`config.mk`:
```
export PLATFORM = sky130hd
export DESIGN_NAME = tec_ctrl
export DESIGN_NICKNAME = d
export VERILOG_FILES = /design/src/hdl/tec_ctrl.v /design/src/hdl/tec_motion.v
export VERILOG_INCLUDE_DIRS = /design/src /design/src/include
export SDC_FILE = /design/constraint.sdc
export NUM_CORES = 1
export LEC_CHECK = 0
export BUFFER_PORTS_ARGS = -buffer_cell sky130_fd_sc_hd__buf_2
export CAP_MARGIN = 20
export CORE_MARGIN = 10
export CORE_UTILIZATION = 45
export CTS_CLUSTER_DIAMETER = 200
export DETAILED_ROUTE_END_ITERATION = 12
export HOLD_SLACK_MARGIN = 0.06
export PLACE_DENSITY = 0.83
export SETUP_SLACK_MARGIN = 0.02
export SKIP_CTS_REPAIR_TIMING = 1
export SLEW_MARGIN = 0
export SYNTH_ARGS = -nofsm -noshare
export SYNTH_HDL_FRONTEND = slang
export SYNTH_HIERARCHICAL = 1
export SYNTH_SLANG_ARGS = --single-unit
export TNS_END_PERCENT = 30
```
`constraint.sdc`:
```
create_clock -name mclk -period 2.6 [get_ports mclk]
set_input_delay 0.39 -clock mclk [delete_from_list [all_inputs] [get_ports mclk]]
set_output_delay 0.39 -clock mclk [all_outputs]
set_load 0.005 [all_outputs]
```
`src/include/tec_consts.vh`:
```
`ifndef TEC_CONSTS_VH
`define TEC_CONSTS_VH

// Extension buffer bit positions (bit 0 is the LSB)
`define TEC_XB_BANK_HI   11
`define TEC_XB_BANK_LO   9
`define TEC_XB_FORMAT    7
`define TEC_XB_INT_EN    6
`define TEC_XB_MAINT     5
`define TEC_XB_EXT_ADDR  4
`define TEC_XB_NO_PAUSE  3
`define TEC_XB_HOLD      2
`define TEC_XB_UNIT_HI   1
`define TEC_XB_UNIT_LO   0
`define TEC_XB_RESET     12'h000

// Accumulator bits used by the diagnostic load and buffer load
`define TEC_AC_SKIP      6
`define TEC_AC_CLEAR     7
`define TEC_AC_FORMAT    7

// Instruction bits
`define TEC_OP_UNIT      3
`define TEC_OP_IBIT      4

// Opcodes
`define TEC_OP_ACC_TO_BUF 12'h001
`define TEC_OP_BUF_TO_ACC 12'h011
`define TEC_OP_SKIP_FIN   12'h10e
`define TEC_OP_SKIP_WORD  12'h10f
`define TEC_OP_DIAG_LOAD  12'hc69
`define TEC_OP_TAPE_HI   6'h07

// Vector addresses
`define TEC_VEC_TSAVE    12'h020
`define TEC_VEC_TJUMP    12'h021
`define TEC_VEC_OSAVE    12'h000
`define TEC_VEC_OJUMP    12'h001
`define TEC_VEC_TRAP     12'h060

// Timing
`define TEC_CLK_NS       100
`define TEC_T_SHORT_NS   1600
`define TEC_T_DIAG_NS    5900
`define TEC_CYC_SHORT    ((`TEC_T_SHORT_NS + `TEC_CLK_NS - 1) / `TEC_CLK_NS)
`define TEC_CYC_DIAG     ((`TEC_T_DIAG_NS + `TEC_CLK_NS - 1) / `TEC_CLK_NS)

`endif

```
`src/hdl/tec_ctrl.v`:
```
`timescale 1ns/1ps
`default_nettype none
`include "tec_consts.vh"
// ********************************************
// Tape extended-operations control
// ********************************************
module tec_ctrl (
    // Clock and reset
    input  wire        mclk,
    input  wire        rst_n,
    // Processor instruction port
    input  wire        op_valid,
    input  wire [11:0] op_code,
    input  wire [11:0] acc_in,
    input  wire        mode_tape,
    input  wire        int_on,
    input  wire        sf_tape_trap,
    input  wire        sf_instr_trap,
    // Console
    input  wire        format_switch,
    // Tape processor
    input  wire        tape_done_in,
    input  wire [11:0] csum_in,
    input  wire        word_done,
    input  wire        run_cmd,
    input  wire        dir_cmd,
    // Head pins and diagnostic sources
    input  wire        rw_timing,
    input  wire        rw_data,
    input  wire        diag_timing,
    input  wire        diag_data,
    // Processor answers
    output reg         op_end_q,
    output reg         skip_q,
    output reg  [11:0] acc_out_q,
    output reg         acc_load_q,
    output reg         cpu_stall_q,
    output reg         int_req_q,
    output reg  [11:0] int_save_q,
    output reg  [11:0] int_jump_q,
    output reg         trap_req_q,
    output reg  [11:0] trap_addr_q,
    // Tape processor control
    output reg         tape_start_q,
    output reg  [2:0]  tape_unit_q,
    output reg         done_flag_q,
    output reg         busy_q,
    output wire [2:0]  ext_bank,
    output wire        ext_addr_mode,
    output wire        format_en,
    output wire        maint_mode,
    output reg         ctl_timing_q,
    output reg         ctl_data_q,
    // Transport motion
    output wire [7:0]  unit_run,
    output wire [7:0]  unit_dir
);

    // ********************************************
    // Constants and decode
    // ********************************************
    localparam [2:0] ST_IDLE = 3'b001;
    localparam [2:0] ST_EXEC = 3'b010;
    localparam [2:0] ST_TWAIT = 3'b100;
    // Cycle counts, cut to counter width on purpose
    localparam integer CYC_S_N = `TEC_CYC_SHORT;
    localparam integer CYC_D_N = `TEC_CYC_DIAG;
    localparam [6:0] CYC_S = CYC_S_N[6:0];
    localparam [6:0] CYC_D = CYC_D_N[6:0];

    // Tape transfer instruction class
    function is_tape;
        input [11:0] op;
        begin
            is_tape = (op[11:6] == `TEC_OP_TAPE_HI);
        end
    endfunction

    // Opcode match ignoring the I bit
    function op_is;
        input [11:0] op;
        input [11:0] base;
        begin
            op_is = ((op & ~(12'h001 << `TEC_OP_IBIT)) == base);
        end
    endfunction

    reg  [11:0] ext_buf_q;        // Extension buffer
    reg  [2:0]  st_q;             // Sequencer state
    reg  [6:0]  cnt_q;            // Execution countdown
    reg  [11:0] op_q;             // Captured instruction
    reg  [11:0] acc_q;            // Captured accumulator
    reg  [1:0]  fsw_s;            // Format switch synchroniser
    reg  [1:0]  rwt_s;            // Head timing synchroniser
    reg  [1:0]  rwd_s;            // Head data synchroniser
    reg         done_clr;         // Flag clear this cycle
    wire        no_pause;         // Non-blocking mode
    wire        trap_on;          // Both trap functions on

    assign no_pause = ext_buf_q[`TEC_XB_NO_PAUSE];
    assign trap_on = sf_tape_trap & sf_instr_trap;
    assign ext_bank = ext_buf_q[`TEC_XB_BANK_HI:`TEC_XB_BANK_LO];
    assign ext_addr_mode = ext_buf_q[`TEC_XB_EXT_ADDR];
    assign format_en = ext_buf_q[`TEC_XB_FORMAT];
    assign maint_mode = ext_buf_q[`TEC_XB_MAINT];

    // ********************************************
    // Pin synchronisers
    // ********************************************
    // Two stages per pin input
    always @(posedge mclk or negedge rst_n)
    begin
        if (!rst_n)
        begin
            fsw_s <= 2'b00;
            rwt_s <= 2'b00;
            rwd_s <= 2'b00;
        end
        else
        begin
            fsw_s <= {fsw_s[0], format_switch};
            rwt_s <= {rwt_s[0], rw_timing};
            rwd_s <= {rwd_s[0], rw_data};
        end
    end

    always @(posedge mclk or negedge rst_n)
    begin
        if (!rst_n)
        begin
            ctl_timing_q <= 1'b0;
            ctl_data_q <= 1'b0;
        end
        else if (maint_mode)
        begin
            ctl_timing_q <= diag_timing;
            ctl_data_q <= diag_data;
        end
        else
        begin
            ctl_timing_q <= rwt_s[1];
            ctl_data_q <= rwd_s[1];
        end
    end

    // ********************************************
    // Instruction sequencer
    // ********************************************
    // Flag clear on tape instruction accept or diagnostic load with clear bit
    always @*
    begin
        done_clr = 1'b0;
        if (st_q == ST_IDLE && op_valid && is_tape(op_code) && !trap_on)
            done_clr = 1'b1;
        if (st_q == ST_EXEC && cnt_q == 7'd1 && op_q == `TEC_OP_DIAG_LOAD
            && acc_q[`TEC_AC_CLEAR])
            done_clr = 1'b1;
    end

    // Main sequencer, results and buffer
    always @(posedge mclk or negedge rst_n)
    begin
        if (!rst_n)
        begin
            st_q <= ST_IDLE;
            cnt_q <= 7'd0;
            op_q <= 12'h000;
            acc_q <= 12'h000;
            ext_buf_q <= `TEC_XB_RESET;
            op_end_q <= 1'b0;
            skip_q <= 1'b0;
            acc_out_q <= 12'h000;
            acc_load_q <= 1'b0;
            cpu_stall_q <= 1'b0;
            trap_req_q <= 1'b0;
            trap_addr_q <= 12'h000;
            tape_start_q <= 1'b0;
            tape_unit_q <= 3'd0;
            busy_q <= 1'b0;
        end
        else
        begin
            // One-cycle answers by default
            op_end_q <= 1'b0;
            skip_q <= 1'b0;
            acc_load_q <= 1'b0;
            trap_req_q <= 1'b0;
            tape_start_q <= 1'b0;
            // Operation finished by the tape processor
            if (tape_done_in)
                busy_q <= 1'b0;
            case (st_q)
                ST_IDLE:
                begin
                    if (op_valid)
                    begin
                        op_q <= op_code;
                        acc_q <= acc_in;
                        cpu_stall_q <= 1'b1;
                        st_q <= ST_EXEC;
                        // Decode time
                        if (op_code == `TEC_OP_DIAG_LOAD)
                            cnt_q <= CYC_D;
                        else
                            cnt_q <= CYC_S;
                    end
                end
                ST_EXEC:
                begin
                    cnt_q <= cnt_q - 7'd1;
                    if (cnt_q == 7'd1)
                    begin
                        st_q <= ST_IDLE;
                        cpu_stall_q <= 1'b0;
                        op_end_q <= 1'b1;
                        if (is_tape(op_q))
                        begin
                            if (trap_on)
                            begin
                                trap_req_q <= 1'b1;
                                trap_addr_q <= `TEC_VEC_TRAP;
                            end
                            else
                            begin
                                tape_unit_q <= {ext_buf_q[`TEC_XB_UNIT_HI],
                                                ext_buf_q[`TEC_XB_UNIT_LO],
                                                op_q[`TEC_OP_UNIT]};
                                tape_start_q <= 1'b1;
                                busy_q <= 1'b1;
                                if (!no_pause)
                                begin
                                    st_q <= ST_TWAIT;
                                    cpu_stall_q <= 1'b1;
                                    op_end_q <= 1'b0;
                                end
                            end
                        end
                        else if (op_q == `TEC_OP_ACC_TO_BUF)
                        begin
                            ext_buf_q <= acc_q;
                            ext_buf_q[`TEC_XB_FORMAT] <= acc_q[`TEC_AC_FORMAT] & fsw_s[1];
                        end
                        else if (op_q == `TEC_OP_BUF_TO_ACC)
                        begin
                            acc_out_q <= ext_buf_q;
                            acc_load_q <= 1'b1;
                        end
                        else if (op_is(op_q, `TEC_OP_SKIP_FIN))
                            skip_q <= op_q[`TEC_OP_IBIT] ? busy_q : ~busy_q;
                        else if (op_is(op_q, `TEC_OP_SKIP_WORD))
                            skip_q <= word_done;
                        else if (op_q == `TEC_OP_DIAG_LOAD)
                            skip_q <= acc_q[`TEC_AC_SKIP] & done_flag_q;
                    end
                end
                ST_TWAIT:
                begin
                    if (tape_done_in)
                    begin
                        st_q <= ST_IDLE;
                        cpu_stall_q <= 1'b0;
                        op_end_q <= 1'b1;
                        acc_out_q <= csum_in;
                        acc_load_q <= 1'b1;
                    end
                end
                default:
                begin
                    st_q <= ST_IDLE;
                    cpu_stall_q <= 1'b0;
                end
            endcase
        end
    end

    // ********************************************
    // Done flag and interrupt
    // ********************************************
    // Set wins over clear
    always @(posedge mclk or negedge rst_n)
    begin
        if (!rst_n)
            done_flag_q <= 1'b0;
        else if (tape_done_in)
            done_flag_q <= 1'b1;
        else if (done_clr)
            done_flag_q <= 1'b0;
    end

    // Interrupt level and vector
    always @(posedge mclk or negedge rst_n)
    begin
        if (!rst_n)
        begin
            int_req_q <= 1'b0;
            int_save_q <= 12'h000;
            int_jump_q <= 12'h000;
        end
        else
        begin
            int_req_q <= ext_buf_q[`TEC_XB_INT_EN] & int_on & done_flag_q;
            int_save_q <= mode_tape ? `TEC_VEC_TSAVE : `TEC_VEC_OSAVE;
            int_jump_q <= mode_tape ? `TEC_VEC_TJUMP : `TEC_VEC_OJUMP;
        end
    end

    // ********************************************
    // Transport motion
    // ********************************************
    tec_motion u_motion (
        .mclk    (mclk),
        .rst_n   (rst_n),
        .sel     (tape_unit_q),
        .hold    (ext_buf_q[`TEC_XB_HOLD]),
        .run_cmd (run_cmd),
        .dir_cmd (dir_cmd),
        .run_q   (unit_run),
        .dir_q   (unit_dir)
    );

endmodule // tec_ctrl
`default_nettype wire

```
`src/hdl/tec_motion.v`:
```
`timescale 1ns/1ps
`default_nettype none
// ********************************************
// Per-transport motion tracking
// ********************************************
module tec_motion (
    // Clock and reset
    input  wire       mclk,
    input  wire       rst_n,
    // Selection and hold
    input  wire [2:0] sel,
    input  wire       hold,
    // Motion of the selected transport
    input  wire       run_cmd,
    input  wire       dir_cmd,
    // Per-transport motion outputs
    output reg  [7:0] run_q,
    output reg  [7:0] dir_q
);

    integer i;

    // Selected unit follows the tape logic; others stop or coast
    always @(posedge mclk or negedge rst_n)
    begin
        if (!rst_n)
        begin
            run_q <= 8'h00;
            dir_q <= 8'h00;
        end
        else
        begin
            for (i = 0; i < 8; i = i + 1)
            begin
                // Selected unit tracks commanded motion
                if (sel == i[2:0])
                begin
                    run_q[i] <= run_cmd;
                    dir_q[i] <= dir_cmd;
                end
                else if (!hold)
                begin
                    run_q[i] <= 1'b0;
                end
            end
        end
    end

endmodule // tec_motion
`default_nettype wire

```
* After elaboration in Yosys (flattened, before gate mapping)
Index checks and enable logic that the tools add are counted.
** Cells by class
- Add/subtract/negate cells :: 1
- Equality and inequality tests :: 33
- Multiplexer cells :: 73
- Bitwise gates (word level) :: 8
- Reduce and logical (&&, ||, !) cells :: 18
** Operators by type and width (count)
- $mux W12 :: 5
- $mux W1 :: 52
- $eq A12 B12 Y1 const B :: 2
- $pmux W12 S2 :: 1
- $eq A11 B8 Y1 const B :: 2
- $ne A2 B1 Y1 const B :: 10
- $mux W3 :: 6
- $mux W6 :: 3
- $eq A3 B3 Y1 const B :: 5
- $pmux W7 S2 :: 1
- $eq A12 B1 Y1 const B :: 1
- $eq A12 B5 Y1 const B :: 1
- $eq A6 B3 Y1 const B :: 2
- $reduce_and A4 Y1 :: 3
- $eq A3 B2 Y1 const B :: 3
- $pmux W3 S3 :: 1
- $ne A2 B2 Y1 const B :: 4
- $eq A7 B1 Y1 const B :: 1
- $mux W7 :: 1
- $sub A7 B1 Y7 const B :: 1
- $eq A3 B1 Y1 const B :: 2
- $logic_and A1 B1 Y1 :: 6
- $reduce_and A6 Y1 :: 1
- $reduce_bool A2 Y1 :: 3
- 8 further kinds :: 16
** Word-level totals
- Register bits after elaboration :: 107
- Input bits :: 52
- Output and inout port bits :: 84

* Longest topological paths before layout
Gate-level depths: netlist of the first run.
- Depth in word-level cells :: 9
- Gate-level depth with buffers :: 8
- Depth with buffers taken out :: 6

* By module
Netlist of the first run, hierarchy kept.
** Modules (own cells, without submodules)
- tec_ctrl :: times used 1, cells each 349, area an instance 3743.6 um^2
- tec_motion :: times used 1, cells each 50, area an instance 680.7 um^2

* Worst setup path after synthesis of the first run
No wires, ideal clock.
- Kind :: reg-to-reg
- From :: register op_q[1]
- To :: register ext_buf_q[10]
- Library setup time :: 125 ps
- Arrival :: 1962 ps
- Path slack :: 513 ps
- Stages on the path, launching flop included :: 6
- Path through :: dfrtp_1 -> or4b_1 -> or3_1 -> nor3_2 -> buf_4 -> mux2_2
** Between the ends
- Longest elaborated chain between the ends :: 2
** Ends and longest elaborated chain
- start, declared :: RTL line tec_ctrl.v:91 : reg [11:0] op_q;
- start signal, assigned :: RTL line tec_ctrl.v:197 : op_q <= op_code;
- $eq A12 B1 Y1 (no line)
- $reduce_and A4 Y1 (no line)
- end signal, assigned :: RTL line tec_ctrl.v:169 : ext_buf_q <= `TEC_XB_RESET;
- end signal, assigned :: RTL line tec_ctrl.v:240 : ext_buf_q <= acc_q;
- end signal, assigned by index :: RTL line tec_ctrl.v:241 : ext_buf_q[`TEC_XB_FORMAT] <= acc_q[`TEC_AC_FORMAT] & fsw_s[1];
- end, declared :: RTL line tec_ctrl.v:88 : reg [11:0] ext_buf_q;
Every way passes these cells.
A chain may end at the register's enable or synchronous reset.

* Worst setup path after layout of the first run
- From :: register cnt_q[3]
- To :: register acc_out_q[8]
** Between the ends
- Longest elaborated chain between the ends :: 3
** Ends and longest elaborated chain
- start, declared :: RTL line tec_ctrl.v:90 : reg [6:0] cnt_q;
- start signal, assigned :: RTL line tec_ctrl.v:210 : cnt_q <= cnt_q - 7'd1;
- $eq A7 B1 Y1 :: RTL line tec_ctrl.v:211 : if (cnt_q == 7'd1)
- $ne A2 B1 Y1 (no line)
- $reduce_and A6 Y1 (no line)
- end signal, assigned :: RTL line tec_ctrl.v:245 : acc_out_q <= ext_buf_q;
- end signal, assigned :: RTL line tec_ctrl.v:263 : acc_out_q <= csum_in;
- end, declared :: RTL line tec_ctrl.v:35 : output reg [11:0] acc_out_q,
Every way passes these cells.

==> run_results.csv, run 1 <==
group,metric,value,unit
outcome,status,"finished clean",
critical_path,start_kind,"flop",
placed_design,dp.cells,627,
timing,worstMarginPinSlew,0.684,ns
clock_network,cts_tree,"done",
pwr,power.density,737,nW/µm²
synth,ys_top_cells_by_area,"dfrtp_1 54%, nand2_1 8.2%, buf_4 6.3%",
detailed_routing,dr.pass1.iters,5,
synth,synth-edff-count,0,
synth,syn_area,4420,µm²
pwr,combPwrFrac,21.3,%
placed_design,place.gp.congestion,0.890,
flow_run,maxCapViolations,0,
clock_network,cts_root_buf,"clkbuf_8",
global_routing,grt_max_degree,56,
finish,diodes,0,
detailed_routing,drc,0,
timing,hold_viol_final,0,
pwr,power.leakage,2.68,nW
synth,syn_avg_cell_area,11.1,µm²
detailed_routing,via_per_inst,4.97,
finish,stdcell_area,5180,µm²
detailed_routing,postRouteWirelength,11.0,mm
critical_path,crit_arrival,2.50,ns
timing,fin_crit_sh,84.8,%
pwr,swShare,32.8,%
timing,holdWs,0.0574,ns
critical_path,rrSetupSlack,0.40,ns
global_routing,overflow,0,
pwr,peakVddDrop,0.492,mV
finish,fin_nets,559,
pwr,p_int,2.57,mW
timing,fin_ws,0.395,ns
detailed_routing,post_drt_wl_per_cell,17.0,µm
timing,setup_tns,0,ns
clock_network,clk_pin_slew_worst_paths,0.09,ns
placed_design,placed_area,4980,µm²
pwr,p_sw,1.25,mW
die,die-area,14200,µm²
hold_path,hp-class,"input pin to async pin",
critical_path,end_kind,"flop",
synth,yosysMostFrequentCell,"nand2_1",
timing,rsz0062_at_grt,"no",
synth,async_flop_share,100,%
critical_path,r2r_start,"cnt_q[3]$_DFFE_PN0P_",
clock_network,cts_buffer_depth,2,
die,coreArea,9680,µm²
detailed_routing,vias,3197,
timing,period_minus_slack,2.20,ns
critical_path,timing.rr.end,"acc_out_q[8]$_DFFE_PN0P_",
critical_path,crit_chain,"or4_4 -> or3_1 -> o21bai_4 -> o221a_2",
clock_network,clk_latency,0.36,ns
timing,skew,0.0121,ns
synth,synth-seq-area-share,54.9,%
clock_network,numCtsBuffers,9,
critical_path,crit_start,"cnt_q[3]$_DFFE_PN0P_",
global_routing,grt_pass1_wl,18.1,mm
finish,final_cells,643,
die,rows,36,
die,io_pins,136,
detailed_routing,detail-route-antenna-nets,0,
critical_path,cp.required,2.90,ns
synth,synth.yosys.warnings,6,
global_routing,grtUsageTotal,15.5,%
pwr,p_seq_share,52.8,%
die,die_width,119,µm
timing,setup_viol,0,
finish,syn_to_final_growth,17.1,%
synth,synth_flop_cell,"dfrtp_1",
synth,synth_common_cells,"97 x nand2_1, 96 x dfrtp_1, 37 x buf_4",
timing,slew_violations,0,
placed_design,preCtsSetupSlack,0.402,ns
synth,synth_cells,399,
synth,post-synth-top-area-fraction,54.3,%
timing,slew_headroom,54.4,%
critical_path,worst-setup-path-type,"flop to flop",
synth,synth-seq-cells,97,
clock_network,cts.sinks,97,
global_routing,grt_pass1_vias,3597,
critical_path,crit_fanout,13,
finish,drive_gt1_share,36.7,%
clock_network,htreeDepth,3,
timing,max_freq,454,MHz
die,initial_core_util,45.7,%
critical_path,cpPeakStageDelay,0.59,ns
placed_design,hpwlAfterDp,8.43,mm
critical_path,worst_r2r_path_depth,4,
critical_path,cpMaxStageDelayCell,"or4_4",
pwr,clock_power_share,25.9,%
die,die_h,119,µm
placed_design,port_buffers,104,
synth,yosys.area.top_type,"dfrtp_1",
global_routing,antenna_found_initial,0,
detailed_routing,drt-initial-drc-count,215,
synth,ys_types,54,
flip-flops by register name, summed over array words and instances (netlist names), 2 cells and up:
register / cells
op_q: 12
tape_unit_q: 3
st_q: 3
acc_out_q: 12
u_motion/dir_q: 8
fsw_s: 2
ext_buf_q: 12
acc_q: 12
u_motion/run_q: 8
rwt_s: 2
cnt_q: 7
rwd_s: 2
power groups by stage:
stage	Clock [mW]	Combinational [mW]	Sequential (mW)
2_1_floorplan	0	0.601	1.96
3_3_place_gp	0	0.781	2.01
3_5_place_dp	0	0.811	2.04
4_1_cts	1.01	0.818	2.01
5_1_grt	1.08	0.933	2.05
6_report	0.989	0.814	2.02
metal layers:
metal | global-route usage, % | routed length, µm
met5 | 0 | 0
met4 | 4.43 | 97
met3 | 6.94 | 1070
met2 | 24.6 | 5130
met1 | 18.6 | 4670
layout make-up:
class	instances	area, µm²
Clock buffer	10	128
Clock inverter	6	73.8
Fill cell	872	4500
Inverter	6	22.5
Multi-Input combinational cell	278	1770
Sequential cell	97	2430
Tap cell	133	166
Timing Repair Buffer	113	591
worst max-delay path, delay by kind of cell, from the launching register on:
family | cells | cell delay [ns]
DFF | 1 | 0.43
and+or+nand+nor | 2 | 1.11
AOI/OAI and AO/OA | 2 | 0.62
through the flow:
stage                     util (%)  power [mW]
after floorplan                  -        2.56
final                         53.5        3.82
after global routing          53.5        4.06
after global placement        51.4        2.79
after detailed placement      51.4        2.85
after CTS                     53.5        3.84
layout by cell type (no fill, tap or decap), types with 3 or more instances in the layout:
| master | instances |
|---|---|
| buf_2 | 103 |
| nand2_1 | 97 |
| dfrtp_1 | 96 |
| conb_1 | 32 |
| mux2_2 | 23 |
| o221a_2 | 12 |
| nor2_1 | 10 |
| or2b_2 | 10 |
| mux2i_1 | 10 |
| buf_4 | 10 |
| clkbuf_8 | 9 |
| nand4_1 | 7 |
| inv_1 | 6 |
| nor3_1 | 6 |
| nor3b_2 | 5 |
| o21ai_0 | 5 |
| nand2b_1 | 5 |
| o211ai_1 | 4 |
| or3_1 | 3 |
| nor2b_1 | 3 |
| xor2_1 | 3 |
| nand3_1 | 3 |
| nand3b_1 | 3 |
worst max path at each step:
stage                                     end  slack [ns]  cells after the start
detailed placement   acc_out_q[8]$_DFFE_PN0P_        0.40                      4
floorplan           ext_buf_q[10]$_DFFE_PN0P_        0.51                      5
global route         acc_out_q[8]$_DFFE_PN0P_        0.27                      4
CTS                  acc_out_q[8]$_DFFE_PN0P_        0.37                      4
global placement     acc_out_q[0]$_DFFE_PN0P_        0.49                      4
finish               acc_out_q[8]$_DFFE_PN0P_        0.40                      4
cells by family (layout without fill, tap and decap cells):
group,after synthesis,after routing,share of synthesized area [%]
AO/OA/AOI/OAI,34,34,6.76
flip-flops,97,97,54.9
adder cells (fa/ha/maj),2,2,0.566
XOR/XNOR,3,3,0.594
multiplexers,35,35,8.63
buffers and inverters,54,135,8.09
other,2,32,0.170
AND/OR/NAND/NOR,172,172,20.3
(Power assumes the default switching activity.)
==> run 2, diff against run 1 <==
==> constraint.sdc (replaced) <==
create_clock -name mclk -period 2.2 [get_ports mclk]
set_input_delay 0.33 -clock mclk [delete_from_list [all_inputs] [get_ports mclk]]
set_output_delay 0.33 -clock mclk [all_outputs]
set_load 0.005 [all_outputs]
==> run 2 against run 1 <==
Wire length increased by 1.5%. Non-clock buffer count increased by 13. Highest routed layer unchanged. Critical path depth increased by 1. Via count increased by 3.0%. Largest power group unchanged.
==> run_results.csv, run 2 (synthesis results as in run 1) <==
group,metric,value,unit
timing,fin_crit_sh,96.8,%
die,coreArea,9680,µm²
global_routing,overflow,0,
timing,setup_viol,0,
critical_path,start_kind,"flop",
timing,slew_violations,0,
finish,fin_nets,572,
clock_network,cts_buffer_depth,2,
die,die_width,119,µm
clock_network,clk_pin_slew_worst_paths,0.09,ns
pwr,power.leakage,2.78,nW
global_routing,grt_max_degree,44,
placed_design,port_buffers,104,
global_routing,grtUsageTotal,15.5,%
hold_path,holdPathStages,3,
die,die_h,119,µm
critical_path,cp.required,2.46,ns
finish,syn_to_final_growth,21.3,%
detailed_routing,via_per_inst,5.02,
finish,final_cell_mix,"103 x buf_2, 97 x nand2_1, 96 x dfrtp_1, 32 x conb_1, 23 x mux2_2",
global_routing,grt_pass1_wl,17.9,mm
outcome,status,"finished clean",
critical_path,worst_r2r_path_depth,5,
placed_design,place.gp.congestion,0.880,
critical_path,crit_chain,"or4b_1 -> or3_1 -> nor3_2 -> buf_6 -> mux2_2",
finish,diodes,0,
detailed_routing,drt-initial-drc-count,258,
detailed_routing,vias,3294,
finish,drive_gt1_share,37.5,%
detailed_routing,detail-route-antenna-nets,0,
clock_network,numCtsBuffers,9,
die,rows,36,
critical_path,crit_arrival,2.39,ns
timing,skew,0.00994,ns
timing,period_minus_slack,2.13,ns
critical_path,timing.rr.end,"ext_buf_q[6]$_DFFE_PN0P_",
flow_run,maxCapViolations,0,
die,die-area,14200,µm²
detailed_routing,dr.pass1.iters,4,
critical_path,end_kind,"flop",
pwr,peakVddDrop,0.619,mV
critical_path,r2r_start,"op_q[1]$_DFFE_PN0P_",
detailed_routing,postRouteWirelength,11.1,mm
clock_network,htreeDepth,3,
critical_path,rrSetupSlack,0.07,ns
pwr,finalPower,4.76,mW
hold_path,holdPathEnd,"acc_q[10]$_DFFE_PN0P_",
critical_path,cpMaxStageDelayCell,"or4b_1",
clock_network,clk_latency,0.37,ns
pwr,power.density,887,nW/µm²
detailed_routing,drc,0,
critical_path,crit_fanout,12,
hold_path,hp-start,"acc_in[10]",
detailed_routing,post_drt_wl_per_cell,17.0,µm
critical_path,worst-setup-path-type,"flop to flop",
global_routing,grt_pass1_vias,3519,
clock_network,cts_root_buf,"clkbuf_8",
timing,slew_headroom,62.1,%
clock_network,cts_tree,"done",
die,io_pins,136,
die,initial_core_util,45.7,%
finish,fin_util,55.4,%
timing,max_freq,470,MHz
hold_path,hp-class,"input pin to flop",
timing,worstMarginPinSlew,0.564,ns
clock_network,cts.sinks,97,
global_routing,antenna_found_initial,0,
finish,final_common_cell,"buf_2",
critical_path,cpPeakStageDelay,0.56,ns
timing,hold_viol_final,0,
placed_design,hpwlAfterDp,8.59,mm
==> run 2: per-stage QoR <==
stage | area, µm² | setup slack, ns | setup TNS (ns) | cells | hold WS [ns]
2_1_floorplan | 4540 | 0.113 | 0 | 429 | 0.0344
3_5_place_dp | 5060 | 0.0437 | 0 | 634 | 0.335
5_1_grt | 5370 | -0.0232 | -0.146 | 656 | 0.138
3_3_place_gp | 5060 | 0.118 | 0 | 634 | 0.335
4_1_cts | 5290 | 0.0344 | 0 | 650 | -0.0547
6_report | 5370 | 0.0702 | 0 | 656 | 0.151
==> run 2: worst max path at each step <==
stage	startpoint	endpoint	slack, ns	depth (start not counted)
after detailed placement	cnt_q[3]$_DFFE_PN0P_	acc_out_q[10]$_DFFE_PN0P_	0.04	4
after global placement	cnt_q[3]$_DFFE_PN0P_	acc_out_q[0]$_DFFE_PN0P_	0.12	4
after CTS	cnt_q[3]$_DFFE_PN0P_	acc_out_q[10]$_DFFE_PN0P_	0.03	4
final	op_q[1]$_DFFE_PN0P_	ext_buf_q[6]$_DFFE_PN0P_	0.07	5
after global routing	op_q[1]$_DFFE_PN0P_	ext_buf_q[6]$_DFFE_PN0P_	-0.02	5
after floorplan	op_q[1]$_DFFE_PN0P_	ext_buf_q[10]$_DFFE_PN0P_	0.11	5
==> run 2: power by group <==
group / internal (mW) / switching, mW / total, mW
sequential: 2.09 / 0.267 / 2.35
combinational: 0.478 / 0.604 / 1.08
clock: 0.710 / 0.618 / 1.33
total: 3.27 / 1.49 / 4.76
==> run 2: cell type report <==
cell class,instances,area [µm²]
inverters,6,22.5
well taps,133,166
multi-input cells,278,1770
clock buffers,11,151
clock inverters,5,86.3
flip-flops and latches,97,2430
repair buffers,126,742
fillers,834,4320
==> run 2: per-layer routing <==
| metal | GRT usage [%] | up-vias | share of wire, % |
|---|---|---|---|
| met5 | 0 | - | 0 |
| met4 | 5.27 | 0 | 1.8 |
| met3 | 5.53 | 19 | 8.2 |
| met2 | 24.6 | 122 | 47 |
| met1 | 19.2 | 1609 | 42 |
| li1 | - | 1544 | - |
==> run 2: critical path, delay by kind of cell (launching register included) <==
| kind | cells | cell delay [ns] |
|---|---|---|
| simple gates | 3 | 1.05 |
| mux | 1 | 0.35 |
| buf+inv | 1 | 0.20 |
| flops | 1 | 0.41 |
==> run 3, diff against run 2 <==
--- a/config.mk
+++ b/config.mk
@@ -9,11 +9,11 @@
 export BUFFER_PORTS_ARGS = -buffer_cell sky130_fd_sc_hd__buf_2
 export CAP_MARGIN = 20
 export CORE_MARGIN = 10
-export CORE_UTILIZATION = 45
+export CORE_UTILIZATION = 51
 export CTS_CLUSTER_DIAMETER = 200
 export DETAILED_ROUTE_END_ITERATION = 12
 export HOLD_SLACK_MARGIN = 0.06
-export PLACE_DENSITY = 0.83
+export PLACE_DENSITY = 0.91
 export SETUP_SLACK_MARGIN = 0.02
 export SKIP_CTS_REPAIR_TIMING = 1
 export SLEW_MARGIN = 0
==> run 3 against run 2 <==
Via count up 1.6%. Highest routed layer unchanged. Core utilization up 8.0 points. Power down 2.6%. Flip-flop and latch count unchanged. Combinational power about the same. Setup slack worse by 0.038 ns. Largest power group unchanged. Cell area down 1.4%. Non-clock buffer count unchanged. Die area down 9.8%. Hold slack worse by 0.082 ns. Critical path type unchanged. Critical path depth unchanged.
==> run_results.csv, run 3 (synthesis results as in run 1) <==
group,metric,value,unit
finish,fin_nets,572,
die,rows,33,
pwr,peakVddDrop,0.608,mV
global_routing,overflow,0,
die,die-area,12800,µm²
finish,multiInputGateArea,1790,µm²
outcome,status,"finished clean",
clock_network,numCtsBuffers,9,
timing,setup_tns,0,ns
finish,final_common_cell,"buf_2",
placed_design,place.gp.congestion,0.888,
detailed_routing,drt-initial-drc-count,238,
global_routing,grtUsageTotal,16.9,%
global_routing,antenna_found_initial,1,
global_routing,grt_max_degree,43,
timing,hold_viol_final,0,
finish,n_fill_cell,644,
placed_design,port_buffers,104,
detailed_routing,postRouteWirelength,11.3,mm
clock_network,clk_latency,0.37,ns
detailed_routing,vias,3348,
timing,slew_headroom,63.2,%
pwr,power.leakage,2.77,nW
timing,period_minus_slack,2.17,ns
die,coreArea,8340,µm²
timing,rsz0062_at_grt,"yes",
global_routing,grt_pass1_vias,3603,
detailed_routing,via_per_inst,5.32,
die,die_h,113,µm
timing,setup_viol,0,
clock_network,cts.sinks,97,
timing,skew,0.0136,ns
pwr,power.density,877,nW/µm²
global_routing,grt_pass1_wl,17.9,mm
clock_network,cts_root_buf,"clkbuf_8",
placed_design,preCtsSetupSlack,0.0621,ns
finish,drive_gt1_share,38.2,%
detailed_routing,dr.pass1.iters,4,
timing,max_freq,461,MHz
clock_network,htreeDepth,3,
critical_path,start_kind,"flop",
detailed_routing,drc,0,
die,die_width,113,µm
placed_design,hpwlAfterDp,8.61,mm
die,io_pins,136,
hold_path,hp-class,"input pin to flop",
pwr,finalPower,4.64,mW
detailed_routing,post_drt_wl_per_cell,18.0,µm
timing,fin_crit_sh,98.5,%
timing,worstMarginPinSlew,0.547,ns
critical_path,cp.required,2.45,ns
die,initial_core_util,53.0,%
finish,final_cell_mix,"103 x buf_2, 97 x nand2_1, 96 x dfrtp_1, 32 x conb_1, 23 x mux2_2",
timing,fin_ws,0.0327,ns
critical_path,end_kind,"flop",
critical_path,crit_arrival,2.42,ns
clock_network,clk_pin_slew_worst_paths,0.10,ns
critical_path,rrSetupSlack,0.03,ns
critical_path,crit_fanout,6,
flow_run,maxCapViolations,0,
detailed_routing,detail-route-antenna-nets,0,
clock_network,cts_buffer_depth,2,
timing,slew_violations,0,
finish,seq_area,2430,µm²
critical_path,worst-setup-path-type,"flop to flop",
finish,syn_to_final_growth,19.7,%
clock_network,cts_tree,"done",
run 3: cell types whose count changed in the layout (fill, tap and decap cells not counted), moves of 2 or more:
cell | previous run | this run
buf_4 | 14 | 17
or3_4 | 0 | 2
dlygate4sd3_1 | 5 | 3
buf_12 | 3 | 1
clkbuf_8 | 11 | 9
or3_1 | 3 | 1
run 3: final timing paths:
check                      cells after the start                  endpoint           startpoint
setup / recovery                               5  ext_buf_q[0]$_DFFE_PN0P_  op_q[1]$_DFFE_PN0P_
max in group asynchronous                      3       st_q[0]$_DFFE_PN1P_                rst_n
setup reg to reg                               5  ext_buf_q[0]$_DFFE_PN0P_  op_q[1]$_DFFE_PN0P_
min in group asynchronous                      2  acc_out_q[2]$_DFFE_PN0P_                rst_n
hold reg to reg                                0        rwt_s[1]$_DFF_PN0_   rwt_s[0]$_DFF_PN0_
hold / removal                                 1   int_save_q[5]$_DFF_PN0_            mode_tape
run 3: layer usage:
| layer | GRT usage, % | up-vias | part of all wire (%) |
|---|---|---|---|
| met5 | 0 | - | 0 |
| met4 | 4.91 | 0 | 1.5 |
| met3 | 6.29 | 19 | 8.8 |
| met2 | 28.1 | 138 | 49 |
| met1 | 20.1 | 1657 | 41 |
| li1 | - | 1534 | - |
run 3: report_power, final:
group | internal [mW] | total (mW) | switching (mW)
sequential | 2.09 | 2.36 | 0.270
clock | 0.542 | 1.19 | 0.648
combinational | 0.477 | 1.10 | 0.618
total | 3.10 | 4.64 | 1.54
run 3: metrics by stage:
step,instance area (µm²),cells,util [%],hold WS (ns)
finish,5290,629,63.5,0.0695
global route,5290,629,63.5,0.0615
CTS,5220,623,62.6,-0.0378
detailed placement,5020,607,60.1,0.335
global placement,5020,607,60.1,0.335
floorplan,4540,429,-,0.0344
run 3: area by class of cell:
class / count / area share (%)
tap: 105 / 2.48
clock buffer: 10 / 2.41
clock inverter: 6 / 1.42
antenna: 1 / 0.0473
sequential: 97 / 45.9
inverter: 6 / 0.425
multi-input combinational: 278 / 33.8
timing repair buffer: 126 / 13.5
run 3: critical path, stage by stage, from the launching register on:
cell and delay, ns:
dfrtp_1 0.42, or4b_4 0.56, or3_4 0.35, nor3_4 0.20, buf_6 0.18, mux2_2 0.35
